--- src/inc/dmec_pkg.sv ---
/*
 * Package for the dual-monitor enable check block: register index, field
 * layout, reset values, activation result codes and check-sequencer states.
 * Assumes a single core clock and a register port driven by the core.
 */
// Overview of operation
// - Monitor control register lives at model register index 9BH.
// - Bit 0 is the valid bit; transfer monitor callable only when set.
// - Valid bit clears whenever the logical processor resets.
// - Activation is refused while the valid bit is zero.
// - Virt exit unblocks management interrupts unless bit 2 is set.
// - Certain secure leaf functions clear bit 2.
// - Bits 31:12 hold the 4 KB aligned monitor segment base.
// - Writes setting reserved bits 1, 11:3 or 63:32 fault with code zero.
// - Writes from outside management mode fault with code zero.
// - Writes in exits not ending, or entries not beginning, in management mode fail.
// - Without dual-monitor support any read or write faults with code zero.
// - Reads allowed whenever model reads are, and during any virt exit.
// - Segment header is 32 bytes of 32-bit fields at the base.
// - Features bit 0 selects long mode; bits 31:1 must be zero.
// - Hypervisor call attempts activation only when all entry conditions hold.
// - Structure checks in order: pointer, launch clear, exit controls valid.
// - Nonzero store count needs aligned address and last byte within width.
// - With capability bit 48 set, addresses must not set bits 63:32.
// - First failing structure check skips the rest and fails the call.
// - After structure checks, read base word and compare revision.
// - Long mode bit must be 1 in 64-bit mode, 0 without 64-bit support.
// - Header checks finish before pointer update; failure fails the call.
// - Successful activation causes a management-mode virtualization exit.
package dmec_pkg;

    // ************************************************************
    // Register layout
    // ************************************************************
    localparam logic [31:0] DMEC_MCR_INDEX     = 32'h0000_009b;
    localparam int          DMEC_VALID_BIT     = 0;
    localparam int          DMEC_UNBLOCK_BIT   = 2;
    localparam int          DMEC_BASE_LSB      = 12;
    localparam logic [63:0] DMEC_RSVD_MASK     = 64'hffff_ffff_0000_0ffa;
    localparam logic [63:0] DMEC_MCR_RESET     = 64'h0000_0000_0000_0000;
    localparam logic [63:0] DMEC_BASE_MASK     = 64'h0000_0000_ffff_f000;

    // ************************************************************
    // Header layout and fixed figures
    // ************************************************************
    localparam logic [31:0] DMEC_HDR_REV_OFS   = 32'h0000_0000;
    localparam logic [31:0] DMEC_HDR_FEAT_OFS  = 32'h0000_0004;
    localparam logic [31:0] DMEC_FEAT_RSVD     = 32'hffff_fffe;
    localparam logic [3:0]  DMEC_ALIGN_MASK    = 4'hf;
    localparam int          DMEC_ENTRY_SHIFT   = 4;
    localparam int          DMEC_BASIC_32B_BIT = 48;

    // Check sequencer states
    typedef enum logic [2:0] {
        DMEC_IDLE   = 3'b000,
        DMEC_VIRT_CONTROL_STRUCTURE   = 3'b001,
        DMEC_RD_REV = 3'b010,
        DMEC_RD_FT  = 3'b011,
        DMEC_DONE   = 3'b100
    } dmec_state_e;

    // Result codes of an activation attempt
    typedef enum logic [1:0] {
        DMEC_RES_NONE  = 2'b00,
        DMEC_RES_PASS  = 2'b01,
        DMEC_RES_FAIL  = 2'b10
    } dmec_res_e;

endpackage

--- src/inc/dmec_mem_if.sv ---
/*
 * Header read port between the check sequencer and the memory reader.
 * Assumes one outstanding read at a time on the core clock.
 */
`timescale 1ns/1ps
interface dmec_mem_if;
    logic        req;
    logic [31:0] addr;
    logic        ack;
    logic [31:0] data;

    modport seq (output req, output addr, input ack, input data);
    modport rdr (input req, input addr, output ack, output data);
endinterface

--- src/rtl/dmec_hdr_reader.sv ---
/*
 * Header word reader: forwards one read of the monitor segment header
 * to the core memory port and returns the word registered.
 * Assumes the memory port answers with a one-cycle valid pulse.
 */
`timescale 1ns/1ps
module dmec_hdr_reader
    import dmec_pkg::*;
(
    // Clock and reset
    input  wire logic        clk_i,
    input  wire logic        rst_b_i,
    // Sequencer side
    dmec_mem_if.rdr          hdr,
    // Memory side
    output logic             mem_req_o,
    output logic [31:0]      mem_addr_o,
    input  wire logic        mem_vld_i,
    input  wire logic [31:0] mem_data_i
);
    typedef struct packed {
        logic        busy;
        logic        ack;
        logic [31:0] data;
    } dmec_rd_s;

    dmec_rd_s st_r;
    dmec_rd_s st_nxt;

    // Request goes out for one cycle, then wait for the word
    always_comb
    begin
        st_nxt     = st_r;
        st_nxt.ack = 1'b0;
        if (!st_r.busy && hdr.req && !st_r.ack)
        begin
            st_nxt.busy = 1'b1;
        end
        else if (st_r.busy && mem_vld_i)
        begin
            st_nxt.busy = 1'b0;
            st_nxt.ack  = 1'b1;
            st_nxt.data = mem_data_i;
        end
    end

    // State register
    always_ff @(posedge clk_i or negedge rst_b_i)
    begin
        if (!rst_b_i)
        begin
            st_r <= '0;
        end
        else
        begin
            st_r <= st_nxt;
        end
    end

    assign mem_req_o  = !st_r.busy && hdr.req && !st_r.ack;
    assign mem_addr_o = hdr.addr;
    assign hdr.ack    = st_r.ack;
    assign hdr.data   = st_r.data;
endmodule

--- src/rtl/dmec_top.sv ---
/*
 * Monitor control register and dual-monitor activation checks.
 * Assumes the core presents model register accesses, hypervisor calls and
 * processor mode bits synchronously on CLOCK_I; all inputs are same-domain.
 */
`timescale 1ns/1ps
module dmec_top
    import dmec_pkg::*;
#(
    parameter int PA_WIDTH = 36
)
(
    // Clock and reset
    input  wire logic        CLOCK_I,
    input  wire logic        RST_B_I,
    // Model register port
    input  wire logic        MR_RD_I,
    input  wire logic        MR_WR_I,
    input  wire logic [31:0] MR_INDEX_I,
    input  wire logic [63:0] MR_WDATA_I,
    input  wire logic        MR_IN_EXIT_I,
    input  wire logic        MR_IN_ENTRY_I,
    input  wire logic        MR_XFER_SMM_I,
    output logic [63:0]      MR_RDATA_O,
    output logic             MR_DONE_O,
    output logic             MR_FAULT_O,
    output logic             MR_WR_FAIL_O,
    // Processor state
    input  wire logic        DUAL_SUPPORT_I,
    input  wire logic        LONG_SUPPORT_I,
    input  wire logic        IN_SMM_I,
    input  wire logic        IN_ROOT_I,
    input  wire logic        V86_OR_COMPAT_I,
    input  wire logic        MODE64_I,
    input  wire logic [1:0]  PRIV_LEVEL_I,
    input  wire logic        DUAL_ACTIVE_I,
    input  wire logic        SECURE_LEAF_CLR_I,
    input  wire logic        VIRT_EXIT_INSTR_I,
    output logic             UNBLOCK_SMI_O,
    // Control structure facts
    input  wire logic        VIRT_CONTROL_STRUCTURE_PTR_VALID_I,
    input  wire logic        VIRT_CONTROL_STRUCTURE_LAUNCHED_I,
    input  wire logic        EXIT_CTLS_OK_I,
    input  wire logic [31:0] STORE_COUNT_I,
    input  wire logic [63:0] STORE_ADDR_I,
    input  wire logic        BASIC_BIT48_I,
    input  wire logic [31:0] REVISION_ID_I,
    // Hypervisor call
    input  wire logic        HCALL_I,
    output logic             HCALL_DONE_O,
    output logic             HCALL_FAIL_O,
    output logic             HCALL_ACTIVATE_O,
    output logic             SMM_EXIT_O,
    // Header memory port
    output logic             MEM_REQ_O,
    output logic [31:0]      MEM_ADDR_O,
    input  wire logic        MEM_VLD_I,
    input  wire logic [31:0] MEM_DATA_I
);

    // ************************************************************
    // State
    // ************************************************************
    typedef struct packed {
        logic [63:0] mcr;
        dmec_state_e state;
        logic [63:0] rdata;
        logic        done;
        logic        fault;
        logic        wr_fail;
        logic        h_done;
        logic        h_fail;
        logic        h_act;
        logic        unblock;
        logic        rd_req;
        logic [31:0] rd_addr;
    } dmec_top_s;

    dmec_top_s st_r;
    dmec_top_s st_nxt;

    dmec_mem_if hdr_bus ();

    // Address within physical width, and optionally within 32 bits
    function automatic logic addr_ok(input logic [67:0] a, input logic lim32);
        logic [67:0] hi_mask;
        hi_mask = ~((68'h1 << PA_WIDTH) - 68'h1);
        addr_ok = ((a & hi_mask) == 68'h0) && !(lim32 && (a[63:32] != 32'h0));
    endfunction

    logic        idx_hit;
    logic        wr_rsvd;
    logic        wr_bad_ctx;
    logic        wr_fails;
    logic        entry_ok;
    logic        virt_control_structure_ok;
    logic        store_ok;
    logic [67:0] last_byte;
    logic [31:0] seg_base;

    // Register decode and write legality
    always_comb
    begin
        idx_hit    = (MR_INDEX_I == DMEC_MCR_INDEX);
        wr_rsvd    = (MR_WDATA_I & DMEC_RSVD_MASK) != 64'h0;
        wr_bad_ctx = !IN_SMM_I;
        wr_fails   = (MR_IN_EXIT_I || MR_IN_ENTRY_I) && !MR_XFER_SMM_I;
        seg_base   = st_r.mcr[31:0] & DMEC_BASE_MASK[31:0];
    end

    // Structure checks in their fixed order, store area bounds
    always_comb
    begin
        last_byte = {4'h0, STORE_ADDR_I}
                    + ({36'h0, STORE_COUNT_I} << DMEC_ENTRY_SHIFT) - 68'h1;
        store_ok  = (STORE_COUNT_I == 32'h0)
                    || (((STORE_ADDR_I[3:0] & DMEC_ALIGN_MASK) == 4'h0)
                        && addr_ok({4'h0, STORE_ADDR_I}, BASIC_BIT48_I)
                        && addr_ok(last_byte, BASIC_BIT48_I));
        virt_control_structure_ok   = VIRT_CONTROL_STRUCTURE_PTR_VALID_I && !VIRT_CONTROL_STRUCTURE_LAUNCHED_I
                    && EXIT_CTLS_OK_I && store_ok;
        entry_ok  = DUAL_SUPPORT_I && IN_ROOT_I && !IN_SMM_I
                    && st_r.mcr[DMEC_VALID_BIT] && !V86_OR_COMPAT_I
                    && (PRIV_LEVEL_I == 2'b00) && !DUAL_ACTIVE_I;
    end

    // ************************************************************
    // Next state
    // ************************************************************
    always_comb
    begin
        st_nxt         = st_r;
        st_nxt.done    = 1'b0;
        st_nxt.fault   = 1'b0;
        st_nxt.wr_fail = 1'b0;
        st_nxt.h_done  = 1'b0;
        st_nxt.h_fail  = 1'b0;
        st_nxt.h_act   = 1'b0;
        st_nxt.rd_req  = 1'b0;

        // Register reads; reads inside a virt exit are allowed whenever dual-monitor support is present
        if (MR_RD_I && idx_hit)
        begin
            st_nxt.done = 1'b1;
            if (!DUAL_SUPPORT_I)
            begin
                st_nxt.fault = 1'b1;
                st_nxt.rdata = 64'h0;
            end
            else
            begin
                st_nxt.rdata = st_r.mcr & ~DMEC_RSVD_MASK;
            end
        end

        // Register writes; fault beats context failure
        if (MR_WR_I && idx_hit)
        begin
            st_nxt.done = 1'b1;
            if (!DUAL_SUPPORT_I || wr_rsvd || (wr_bad_ctx && !MR_IN_EXIT_I
                && !MR_IN_ENTRY_I))
            begin
                st_nxt.fault = 1'b1;
            end
            else if (wr_fails)
            begin
                st_nxt.wr_fail = 1'b1;
            end
            else
            begin
                st_nxt.mcr = MR_WDATA_I & ~DMEC_RSVD_MASK;
            end
        end

        // Secure leaf clears the unblock control; it wins over a write
        if (SECURE_LEAF_CLR_I)
        begin
            st_nxt.mcr[DMEC_UNBLOCK_BIT] = 1'b0;
        end

        // Virt exit unblocks interrupts unless bit 2 is set, valid ignored
        st_nxt.unblock = VIRT_EXIT_INSTR_I && !st_r.mcr[DMEC_UNBLOCK_BIT];

        // Activation sequencer
        case (st_r.state)
            DMEC_IDLE:
            begin
                if (HCALL_I)
                begin
                    if (entry_ok)
                    begin
                        st_nxt.state = DMEC_VIRT_CONTROL_STRUCTURE;
                    end
                    else
                    begin
                        st_nxt.h_done = 1'b1;
                        st_nxt.h_fail = 1'b1;
                    end
                end
            end
            DMEC_VIRT_CONTROL_STRUCTURE:
            begin
                if (virt_control_structure_ok)
                begin
                    st_nxt.state   = DMEC_RD_REV;
                    st_nxt.rd_req  = 1'b1;
                    st_nxt.rd_addr = seg_base + DMEC_HDR_REV_OFS;
                end
                else
                begin
                    st_nxt.state  = DMEC_IDLE;
                    st_nxt.h_done = 1'b1;
                    st_nxt.h_fail = 1'b1;
                end
            end
            DMEC_RD_REV:
            begin
                st_nxt.rd_req = !hdr_bus.ack;
                if (hdr_bus.ack)
                begin
                    if (hdr_bus.data == REVISION_ID_I)
                    begin
                        st_nxt.state   = DMEC_RD_FT;
                        st_nxt.rd_req  = 1'b1;
                        st_nxt.rd_addr = seg_base + DMEC_HDR_FEAT_OFS;
                    end
                    else
                    begin
                        st_nxt.state  = DMEC_IDLE;
                        st_nxt.h_done = 1'b1;
                        st_nxt.h_fail = 1'b1;
                    end
                end
            end
            DMEC_RD_FT:
            begin
                st_nxt.rd_req = !hdr_bus.ack;
                if (hdr_bus.ack)
                begin
                    st_nxt.state  = DMEC_IDLE;
                    st_nxt.h_done = 1'b1;
                    if (((hdr_bus.data & DMEC_FEAT_RSVD) != 32'h0)
                        || (MODE64_I && !hdr_bus.data[0])
                        || (!LONG_SUPPORT_I && hdr_bus.data[0]))
                    begin
                        st_nxt.h_fail = 1'b1;
                    end
                    else
                    begin
                        st_nxt.h_act = 1'b1;
                    end
                end
            end
            default:
            begin
                st_nxt.state = DMEC_IDLE;
            end
        endcase
    end

    // ************************************************************
    // Registers
    // ************************************************************
    // Reset clears the whole register, valid bit included
    always_ff @(posedge CLOCK_I or negedge RST_B_I)
    begin
        if (!RST_B_I)
        begin
            st_r       <= '0;
            st_r.mcr   <= DMEC_MCR_RESET;
            st_r.state <= DMEC_IDLE;
        end
        else
        begin
            st_r <= st_nxt;
        end
    end

    assign hdr_bus.req  = st_r.rd_req;
    assign hdr_bus.addr = st_r.rd_addr;

    // Header memory reader
    dmec_hdr_reader u_rdr (
        .clk_i      (CLOCK_I),
        .rst_b_i    (RST_B_I),
        .hdr        (hdr_bus),
        .mem_req_o  (MEM_REQ_O),
        .mem_addr_o (MEM_ADDR_O),
        .mem_vld_i  (MEM_VLD_I),
        .mem_data_i (MEM_DATA_I)
    );

    // Outputs come straight from flops
    assign MR_RDATA_O       = st_r.rdata;
    assign MR_DONE_O        = st_r.done;
    assign MR_FAULT_O       = st_r.fault;
    assign MR_WR_FAIL_O     = st_r.wr_fail;
    assign UNBLOCK_SMI_O    = st_r.unblock;
    assign HCALL_DONE_O     = st_r.h_done;
    assign HCALL_FAIL_O     = st_r.h_fail;
    assign HCALL_ACTIVATE_O = st_r.h_act;
    assign SMM_EXIT_O       = st_r.h_act;
endmodule

--- config.mk ---
export PLATFORM = sky130hd
export DESIGN_NAME = dmec_top
export DESIGN_NICKNAME = d
export VERILOG_FILES = /design/src/inc/dmec_pkg.sv /design/src/inc/dmec_mem_if.sv /design/src/rtl/dmec_hdr_reader.sv /design/src/rtl/dmec_top.sv
export SDC_FILE = /design/constraint.sdc
export NUM_CORES = 1
export LEC_CHECK = 0
export ABC_AREA = 0
export BUFFER_PORTS_ARGS = -buffer_cell sky130_fd_sc_hd__buf_2
export CORE_MARGIN = 10
export CORE_UTILIZATION = 35
export DETAILED_ROUTE_END_ITERATION = 12
export HOLD_SLACK_MARGIN = 0.08
export PLACE_DENSITY = 0.67
export SYNTH_ARGS = -nofsm -noshare
export SYNTH_HDL_FRONTEND = slang
export SYNTH_SLANG_ARGS = --single-unit
--- constraint.sdc ---
create_clock -name CLOCK_I -period 6.9 [get_ports CLOCK_I]
set_input_delay 0.345 -clock CLOCK_I [delete_from_list [all_inputs] [get_ports CLOCK_I]]
set_output_delay 0.345 -clock CLOCK_I [all_outputs]
set_load 0.05 [all_outputs]
# After elaboration in Yosys (flattened, before gate mapping)
# Cells that the tools add are included.
[totals] memories=0 ff_bits=131 elab_cells=136 ramBits=0 latch_bits=0 romBits=0 output_inout_bits=105 in_bits=280
[op_classes] order_cmp=0 n_mul=0 add_sub_neg=3 div=0 bitwise_logic=3 shifts=0 reduce_logical=65 eq_ne=13 mux=36
[op_table] operator="$logic_not 68->1" n=2
[op_table] operator="$mux 33" n=4
[op_table] operator="$reduce_bool 32->1" n=3
[op_table] operator="$sub 65x1->66 const B" n=1
[op_table] operator="$add 64x36->65" n=1
[op_table] operator="$pmux 32 s2" n=1
[op_table] operator="$reduce_bool 64->1" n=1
[op_table] operator="$mux 34" n=1
[op_table] operator="$add 32x3->32 const B" n=1
[op_table] operator="$eq 32x32->1" n=1
[op_table] operator="$eq 32x8->1 const B" n=1
[op_table] operator="$logic_not 32->1" n=1
[op_table] operator="$mux 32" n=1
[op_table] operator="$mux 3" n=9
[op_table] operator="$logic_and 1x1->1" n=26
[op_table] operator="$mux 2" n=8
[op_table] operator="$logic_not 1->1" n=15
[op_table] operator="$ne 2x2->1 const B" n=6
[op_table] operator="$pmux 3 s4" n=1
[op_table] operator="$mux 1" n=9
[op_table] operator="$pmux 2 s4" n=1
[op_table] operator="$reduce_and 4->1" n=2
[op_table] operator="$eq 3x2->1 const B" n=2
[op_table] operator="$logic_or 1x1->1" n=6
[op_table] operator="other kinds (10)" n=16

# Depth between registers and ports, before layout
# Gate-level depths: netlist of run 1.
[logic_depth] ltp_word=11 mapped_depth=18

# By module
# Synthesis of run 1 repeated with hierarchy kept, for this count alone.
[hier_totals] cells_unflattened=1481 hier_area_um2=11857.6
[modules_own_cells] module="dmec_top" instances=1 cells_per_inst=1343 seq_area_each_um2=1876.8 area_per_inst_um2=9988.3
[modules_own_cells] module="dmec_hdr_reader" instances=1 cells_per_inst=138 seq_area_each_um2=850.8 area_per_inst_um2=1869.3

# Least setup slack after synthesis of run 1
# No wires, ideal clock.
[synth_path] path_type="input to register" from="in STORE_COUNT_I[21]" to="reg st_r (netlist bit hdr_bus.addr[12])" n_path_buf=2 arrival_time_ns=3.724 path_slack_ns=3.051 t_required_ns=6.775 path_stages=17 path_cell_list="inv_1 -> ha_1 -> inv_1 -> ha_1 -> nand2_1 -> or4_1 -> buf_2 -> a2111oi_0 -> a211oi_1 -> xnor2_1 -> o41ai_1 -> nand4b_1 -> nor4_4 -> a21oi_2 -> nand2_4 -> buf_12 -> mux2_4"
[synth_between] elab_chain_len=11
[synth_rtl] element="start, declared" line_no="dmec_top.sv:44" source="input wire logic [31:0] STORE_COUNT_I,"
[synth_rtl] element="$add 64x36->65" line_no="dmec_top.sv:115" source="+ ({36'h0, STORE_COUNT_I} << DMEC_ENTRY_SHIFT) - 68'h1;"
[synth_rtl] element="$sub 65x1->66" line_no="dmec_top.sv:115"
[synth_rtl] element="$reduce_bool 32->1" line_no="dmec_top.sv:88" source="addr_ok = ((a & hi_mask) == 68'h0) && !(lim32 && (a[63:32] != 32'h0));"
[synth_rtl] element="$logic_and 1x1->1" line_no="dmec_top.sv:88"
[synth_rtl] element="$logic_not 1->1" line_no="dmec_top.sv:88"
[synth_rtl] element="$logic_and 1x1->1" line_no="dmec_top.sv:88"
[synth_rtl] element="$logic_and 1x1->1" line_no="dmec_top.sv:119" source="&& addr_ok(last_byte, BASIC_BIT48_I));"
[synth_rtl] element="$logic_or 1x1->1 *" line_no="dmec_top.sv:117" source="|| (((STORE_ADDR_I[3:0] & DMEC_ALIGN_MASK) == 4'h0)"
[synth_rtl] element="$logic_and 1x1->1 *" line_no="dmec_top.sv:121" source="&& EXIT_CTLS_OK_I && store_ok;"
[synth_rtl] element="$ne 2x2->1 (no source line) *"
[synth_rtl] element="$reduce_and 4->1 (no source line) *"
[synth_rtl] element="end signal, assigned" line_no="dmec_top.sv:275" source="st_r <= st_nxt;"
[synth_rtl] element="end, declared" line_no="dmec_top.sv:79" source="dmec_top_s st_r;"
# Mark *: on every way between the ends. The rest lies on a longest branch, timed or not.
# A chain may end at the register's enable or synchronous reset.

# Worst setup path in the final report of run 1
[layout_path] from="in STORE_COUNT_I[21]" to="reg st_r (netlist bit hdr_bus.addr[17])"
# Same word-level chain as after synthesis.

==> flow_summary.yaml, run 1 <==
run_status:
  status: "finished clean"
synthesis:
  yosysTopAreaCellShare_pct: 24.0
  synthSimpleGateAreaFrac_pct: 21.2
  yosys_register_bits: 109
  yosys_warnings: 0
  netlist_instances: 1373
  synth_xor_area_share_pct: 3.24
  synth_top_family_by_area: "simple AND/OR/NAND/NOR gates"
  synth_fa_ha_area_share_pct: 12.1
  syn_area_per_cell_um2: 8.28
  synth.area.mux_share_pct: 8.53
  yosysUniqueCellTypes: 97
  synth_edf_count: 0
  synth_compound_area_share_pct: 17.3
  ys_async_sr_fraction_pct: 100
  synth_area_leaders: "dfrtp_1 24%, ha_1 12%, buf_4 6.5%"
  synth_area_um2: 11400
  ys_seq_area_share_pct: 24.0
  yosys.area.top_type: "dfrtp_1"
  synthFlopType: "dfrtp_1"
drt:
  vias: 10756
  antenna_left: 0
  first_iter_violations: 698
  wl_per_cell_um: 18.8
  drc: 0
  vias_per_cell: 5.14
  drt_pass1_iterations: 5
  wirelength_um: 39300
floorplanning:
  die_area_um2: 40100
  fp.coreArea_um2: 31800
  start_util_pct: 35.8
  rows: 65
  die_width_um: 200
  die_h_um: 200
  ios: 385
sta:
  finalSetupViolCount: 0
  holdWs_ns: 0.127
  fmax_mhz: 223
  grt_setup_unrepaired: "false"
  period_share_pct: 64.9
  tns_ns: 0
  fin_skew_ns: 0.0105
  max_slew_margin_pct: 15.4
  final-max-slew-violation-count: 0
  min_period_ns: 4.47
  hold_viol_final: 0
  tightest_slew_ns: 1.27
cts:
  clock_path_buffers: 2
  htreeDepth: 3
  clock_sinks: 109
  cts_tree: "yes"
  postCtsSetupRepairBufs: 0
  cts_resized: 0
  path_clk_slew_ns: 0.08
  cts_root_buffer: "clkbuf_16"
  cts_buffers: 9
  clk_latency_ns: 0.36
place:
  dp_hpwl_um: 33800
  dp_cells: 2072
  place_area_um2: 12900
  portBuffers: 331
  gp_congestion: 0.963
final_layout:
  fin_cells: 2093
  nets: 2039
  fin_util_pct: 41.6
  drive_gt1_share_pct: 27.7
  area_growth_pct: 16.5
  fin_area_um2: 13200
pwr:
  p_per_area_nw_per_um2: 175
  leakagePower_nw: 6.68
  ir_worst_vdd_mv: 0.206
global_routing:
  grt_max_degree: 63
  grtUsageTotal_pct: 18.5
  grt_overflow: 0
  grt_pass1_wl_um: 60200
  grt_pass1_vias: 10663
  antenna_found_initial: 10
critical_path:
  crit_fanout: 20
  startpoint_type: "primary input"
  path_class: "primary input to register"
  critPathCaptureType: "register"
  worstPathRequired_ns: 7.14
  cp.arrival_ns: 4.71
job:
  max-cap-violations: 0
hold_path:
  min_path_type: "primary input to register"
==> synth_stat cells (27+ instances only) <==
library cell	number
nand2_1	125
nor4_1	44
buf_4	98
ha_1	110
inv_1	180
nand3_1	27
a21oi_1	77
mux2_2	55
nand4_1	29
nor2_1	52
dfrtp_1	109
o21ai_0	81
==> final cells by class <==
class | instances | area [um2]
diodes | 4 | 10.0
flip-flops and latches | 109 | 2730
clock inverters | 6 | 65.1
repair buffers | 335 | 1690
well taps | 435 | 544
fillers | 3264 | 18600
multi-input cells | 1014 | 7290
clock buffers | 10 | 239
inverters | 180 | 676
==> per-layer routing <==
layer	GRT usage (%)	share of wire [%]	vias up
met5	0	0.21	-
met1	22.8	43	5025
met4	4.33	1.6	12
met3	4.88	7.5	51
li1	-	-	5300
met2	31.4	48	368
==> worst max-delay path, cell delays in order <==
cell and delay [ns]:
buf_2 0.09, inv_1 0.04, ha_1 0.27, inv_1 0.04
ha_1 0.35, nand2_1 0.14, or4_1 0.71, a2111oi_0 0.43
a211oi_1 0.17, xnor2_1 0.19, o41ai_1 0.55, nand4b_1 0.23
nor4_4 0.29, a21oi_2 0.16, nand2_4 0.35, mux2_4 0.34
==> logic make-up (layout without fill, tap and decap cells) <==
logic type	count (synthesis)	after routing
muxes	80	80
xor gates and xnor gates	42	42
other	1	57
and+or+nand+nor	429	429
buffers and inverters	302	531
AOI/OAI and AO/OA	300	300
DFF	109	109
adders and majority gates	110	110
==> state kept, by name (all words and copies together) (netlist names) <==
signal,count
MR_DONE_O,1
st_r,4
HCALL_DONE_O,1
u_rdr.st_r,1
u_rdr.hdr.data,32
MR_RDATA_O,22
HCALL_FAIL_O,1
UNBLOCK_SMI_O,1
MR_FAULT_O,1
u_rdr.hdr.ack,1
hdr_bus.req,1
seg_base,20
HCALL_ACTIVATE_O,1
hdr_bus.addr,21
MR_WR_FAIL_O,1
==> path summary, 6_finish.rpt <==
path | startpoint | end | slack (ns) | depth (start not counted)
worst min-delay path | SECURE_LEAF_CLR_I | st_r[109] | 0.13 | 2
min in group asynchronous | RST_B_I | MR_RDATA_O[20] | 0.53 | 2
max in group asynchronous | RST_B_I | hdr_bus.addr[17] | 5.13 | 3
worst max register to register | u_rdr.hdr.data[16] | hdr_bus.addr[17] | 3.45 | 8
worst max-delay path | STORE_COUNT_I[21] | hdr_bus.addr[17] | 2.43 | 16
worst min register to register | st_r[109] | UNBLOCK_SMI_O | 0.47 | 1
==> metrics by stage <==
step	power [W]	setup WS (ns)
6_report	0.00232	2.43
5_1_grt	0.00246	2.19
4_1_cts	0.00233	2.49
3_5_place_dp	0.00180	2.10
3_3_place_gp	0.00178	2.25
2_1_floorplan	0.00152	3.05
==> placed cells by master, fill, tap and decap left out, types with 13 or more instances in the layout <==
cell      count
dfrtp_1     109
ha_1        110
nor2b_1      22
nand2_1     125
inv_1       180
o21ai_0      81
nor4_1       44
a21oi_1      77
conb_1       53
nand4_1      29
nor2_1       52
a21o_1       13
nand3_1      27
xor2_1       22
mux2_2       55
nand2b_1     19
buf_2       330
xnor2_1      20
mux2_4       20
nor3_1       22
==> power breakdown <==
group	total [W]	internal, W	leakage, nW	switching (W)
Sequential	0.000846	0.000739	1.44	0.000107
Combinational	0.000950	0.000398	5.08	0.000552
Clock	0.000527	0.000266	0.150	0.000261
Total	0.00232	0.00140	6.68	0.000920
==> timing repair <==
item,4_1_cts,5_1_grt
endpoints found under the setup margin,0,0
hold buffers,1,0
endpoints found under the hold margin,47,0
Power figures use the tool's default switching activity.
==> run 2: changes to the inputs <==
--- a/config.mk
+++ b/config.mk
@@ -5,13 +5,13 @@
 export SDC_FILE = /design/constraint.sdc
 export NUM_CORES = 1
 export LEC_CHECK = 0
-export ABC_AREA = 0
+export ABC_AREA = 1
 export BUFFER_PORTS_ARGS = -buffer_cell sky130_fd_sc_hd__buf_2
 export CORE_MARGIN = 10
 export CORE_UTILIZATION = 35
 export DETAILED_ROUTE_END_ITERATION = 12
 export HOLD_SLACK_MARGIN = 0.08
-export PLACE_DENSITY = 0.67
+export PLACE_DENSITY = 0.66
 export SYNTH_ARGS = -nofsm -noshare
 export SYNTH_HDL_FRONTEND = slang
 export SYNTH_SLANG_ARGS = --single-unit
==> constraint.sdc (replaced) <==
create_clock -name CLOCK_I -period 4.55 [get_ports CLOCK_I]
set_input_delay 0.2275 -clock CLOCK_I [delete_from_list [all_inputs] [get_ports CLOCK_I]]
set_output_delay 0.2275 -clock CLOCK_I [all_outputs]
set_load 0.05 [all_outputs]
==> flow_summary.yaml, run 2 <==
cts:
  clock_sinks: 109
  clock_path_buffers: 2
  cts_buffers: 9
  clk_latency_ns: 0.36
  cts_root_buffer: "clkbuf_16"
  cts_resized: 0
  cts_tree: "yes"
  path_clk_slew_ns: 0.08
  htreeDepth: 3
sta:
  finalSetupViolCount: 0
  fmax_mhz: 278
  tns_ns: 0
  holdWs_ns: 0.0911
  tightest_slew_ns: 0.890
  final-max-slew-violation-count: 0
  period_share_pct: 79.1
  max_slew_margin_pct: 40.6
  hold_viol_final: 0
  fin_skew_ns: 0.0156
  min_period_ns: 3.60
  grt_setup_unrepaired: "false"
synthesis:
  yosysMostFrequentCell: "nand2_1"
  yosys.area.top_type: "nand2_1"
  syn_area_per_cell_um2: 5.75
  yosysTopAreaCellShare_pct: 24.8
  synth_area_um2: 12800
  ys_async_sr_fraction_pct: 100
  yosys_warnings: 0
  synthFlopType: "dfrtp_1"
  synth_area_leaders: "nand2_1 25%, dfrtp_1 21%, inv_1 14%"
  netlist_instances: 2226
  yosys_register_bits: 109
  yosysUniqueCellTypes: 45
  ys_seq_area_share_pct: 21.3
  synth_common_cells: "846 x nand2_1, 494 x inv_1, 150 x nor2_1, 110 x ha_1, 109 x dfrtp_1"
  synth_edf_count: 0
critical_path:
  worst-r2r-cell-count: 12
  path_buf_inv: 4
  path_delay_family: "simple AND/OR/NAND/NOR gates"
  startpoint_type: "primary input"
  cp_slowest_cell: "o21ai_0"
  worstPathRequired_ns: 4.84
  cp.arrival_ns: 3.89
  path_class: "primary input to register"
  critPathCaptureType: "register"
  regToRegSetupSlack_ns: 1.59
  r2r-end: "hdr_bus.addr[25]"
  crit_fanout: 24
  worstReg2RegStart: "u_rdr.hdr.data[22]"
  critPathMaxStageDelay_ns: 0.56
  crit_chain: "buf_2, inv_1, ha_1, inv_1, ha_1, nand2_1, inv_1, a21oi_1, nand2_1, nand2_1, a21oi_1, o21ai_0, nand3_1, a21oi_1, nand3_1, nor2_1, nand2_1, nand2_2, nand3_4, nand2_2, nand2_1, nand2_1"
  crit_path_frequent_cell: "nand2_1"
pwr:
  ir_worst_vdd_mv: 0.204
  leakagePower_nw: 9.58
  p_per_area_nw_per_um2: 248
  total_power_w: 0.00377
drt:
  wirelength_um: 48400
  vias_per_cell: 4.63
  first_iter_violations: 899
  drc: 0
  drt_pass1_iterations: 5
  wl_per_cell_um: 16.0
  antenna_left: 0
  vias: 13981
floorplanning:
  rows: 69
  die_area_um2: 44600
  ios: 385
  fp.coreArea_um2: 35800
  die_width_um: 211
  die_h_um: 211
  start_util_pct: 35.7
hold_path:
  min_from: "MR_WDATA_I[14]"
  min_delay_worst_endpoint: "seg_base[14]"
  hold_depth: 3
  min_path_type: "primary input to register"
place:
  dp_cells: 2955
  portBuffers: 331
  gp_congestion: 1.01
  dp_hpwl_um: 42400
global_routing:
  grt_overflow: 0
  grt_max_degree: 71
  grt_pass1_wl_um: 74400
  antenna_found_initial: 6
  grtUsageTotal_pct: 21.1
  grt_pass1_vias: 14103
final_layout:
  largest_reg_flops: 32
  fillerInstances: 3946
  final_cell_mix: "846 x nand2_1, 494 x inv_1, 330 x buf_2"
  drive_gt1_share_pct: 16.6
  fin_util_pct: 42.4
  final_common_cell: "nand2_1"
  nets: 2942
  area_growth_pct: 18.8
  fin_cells: 3020
run_status:
  status: "finished clean"
job:
  max-cap-violations: 0
==> run 2: cell types whose count changed after synthesis, moves of 31 or more <==
cell | before | now
inv_1 | 180 | 494
nand3_1 | 27 | 87
mux2_2 | 55 | 0
inv_2 | 0 | 32
o21ai_0 | 81 | 50
nor2_1 | 52 | 150
nand2_1 | 125 | 846
==> run 2: worst max-delay path by stage <==
stage,start,to,cells past startpoint,slack (ns)
after global placement,STORE_COUNT_I[25],hdr_bus.addr[24],23,0.67
after global routing,STORE_COUNT_I[23],hdr_bus.addr[13],23,0.54
final,STORE_COUNT_I[1],hdr_bus.addr[25],22,0.95
after CTS,STORE_COUNT_I[1],hdr_bus.addr[15],22,0.99
after floorplan,STORE_COUNT_I[28],hdr_bus.addr[21],25,1.90
after detailed placement,STORE_COUNT_I[1],hdr_bus.addr[15],22,0.63
==> run 2: timing repair <==
item	4_1_cts	5_1_grt
buffers inserted	0	0
hold endpoints to repair	115	0
hold buffers	47	0
==> run 2: area by class of cell <==
cell class / instances / area (um2) / area share (%)
Sequential cell: 109 / 2730 / 17.9
Clock inverter: 6 / 61.3 / 0.403
Multi-Input combinational cell: 1523 / 7470 / 49.1
Clock buffer: 9 / 225 / 1.48
Antenna cell: 3 / 7.51 / 0.0494
Timing Repair Buffer: 382 / 2160 / 14.2
Inverter: 527 / 1980 / 13.0
Tap cell: 461 / 577 / 3.79
==> run 2: cells by family (layout without fill, tap and decap cells) <==
logic type      count (synthesis)  in the layout  share of synthesized area [%]
compound gates                122            122                           5.26
xor+xnor                       21             21                           1.44
fa+ha+maj                     110            110                           10.7
buf+inv                       646            924                           21.9
flops                         109            109                           21.3
other cells                     1             56                         0.0293
simple gates                 1217           1217                           39.3
==> run 2: layer usage <==
layer  global-route usage, %  up-vias  share of wire [%]
li1                        -     7172                  -
met1                    26.9     6299                 44
met2                    35.4      442                 47
met3                    4.35       62                7.5
met4                    5.32        6                2.1
met5                       0        -              0.072
==> run 2: per-stage QoR <==
stage	area, um2	setup slack (ns)
floorplan	13000	1.90
global placement	14400	0.671
detailed placement	14400	0.630
CTS	15200	0.988
global route	15200	0.544
finish	15200	0.950
==> run 2: tightest hold or removal path, stage by stage <==
cell	delay, ns
buf_2	0.08
nand2_1	0.04
nand2_1	0.06
==> run 2: report_power, final <==
part	switching, W	internal, W	leakage, nW
logic	0.00113	0.000608	7.99
clock network	0.000382	0.000380	0.136
registers	0.000151	0.00112	1.45
total	0.00166	0.00211	9.58
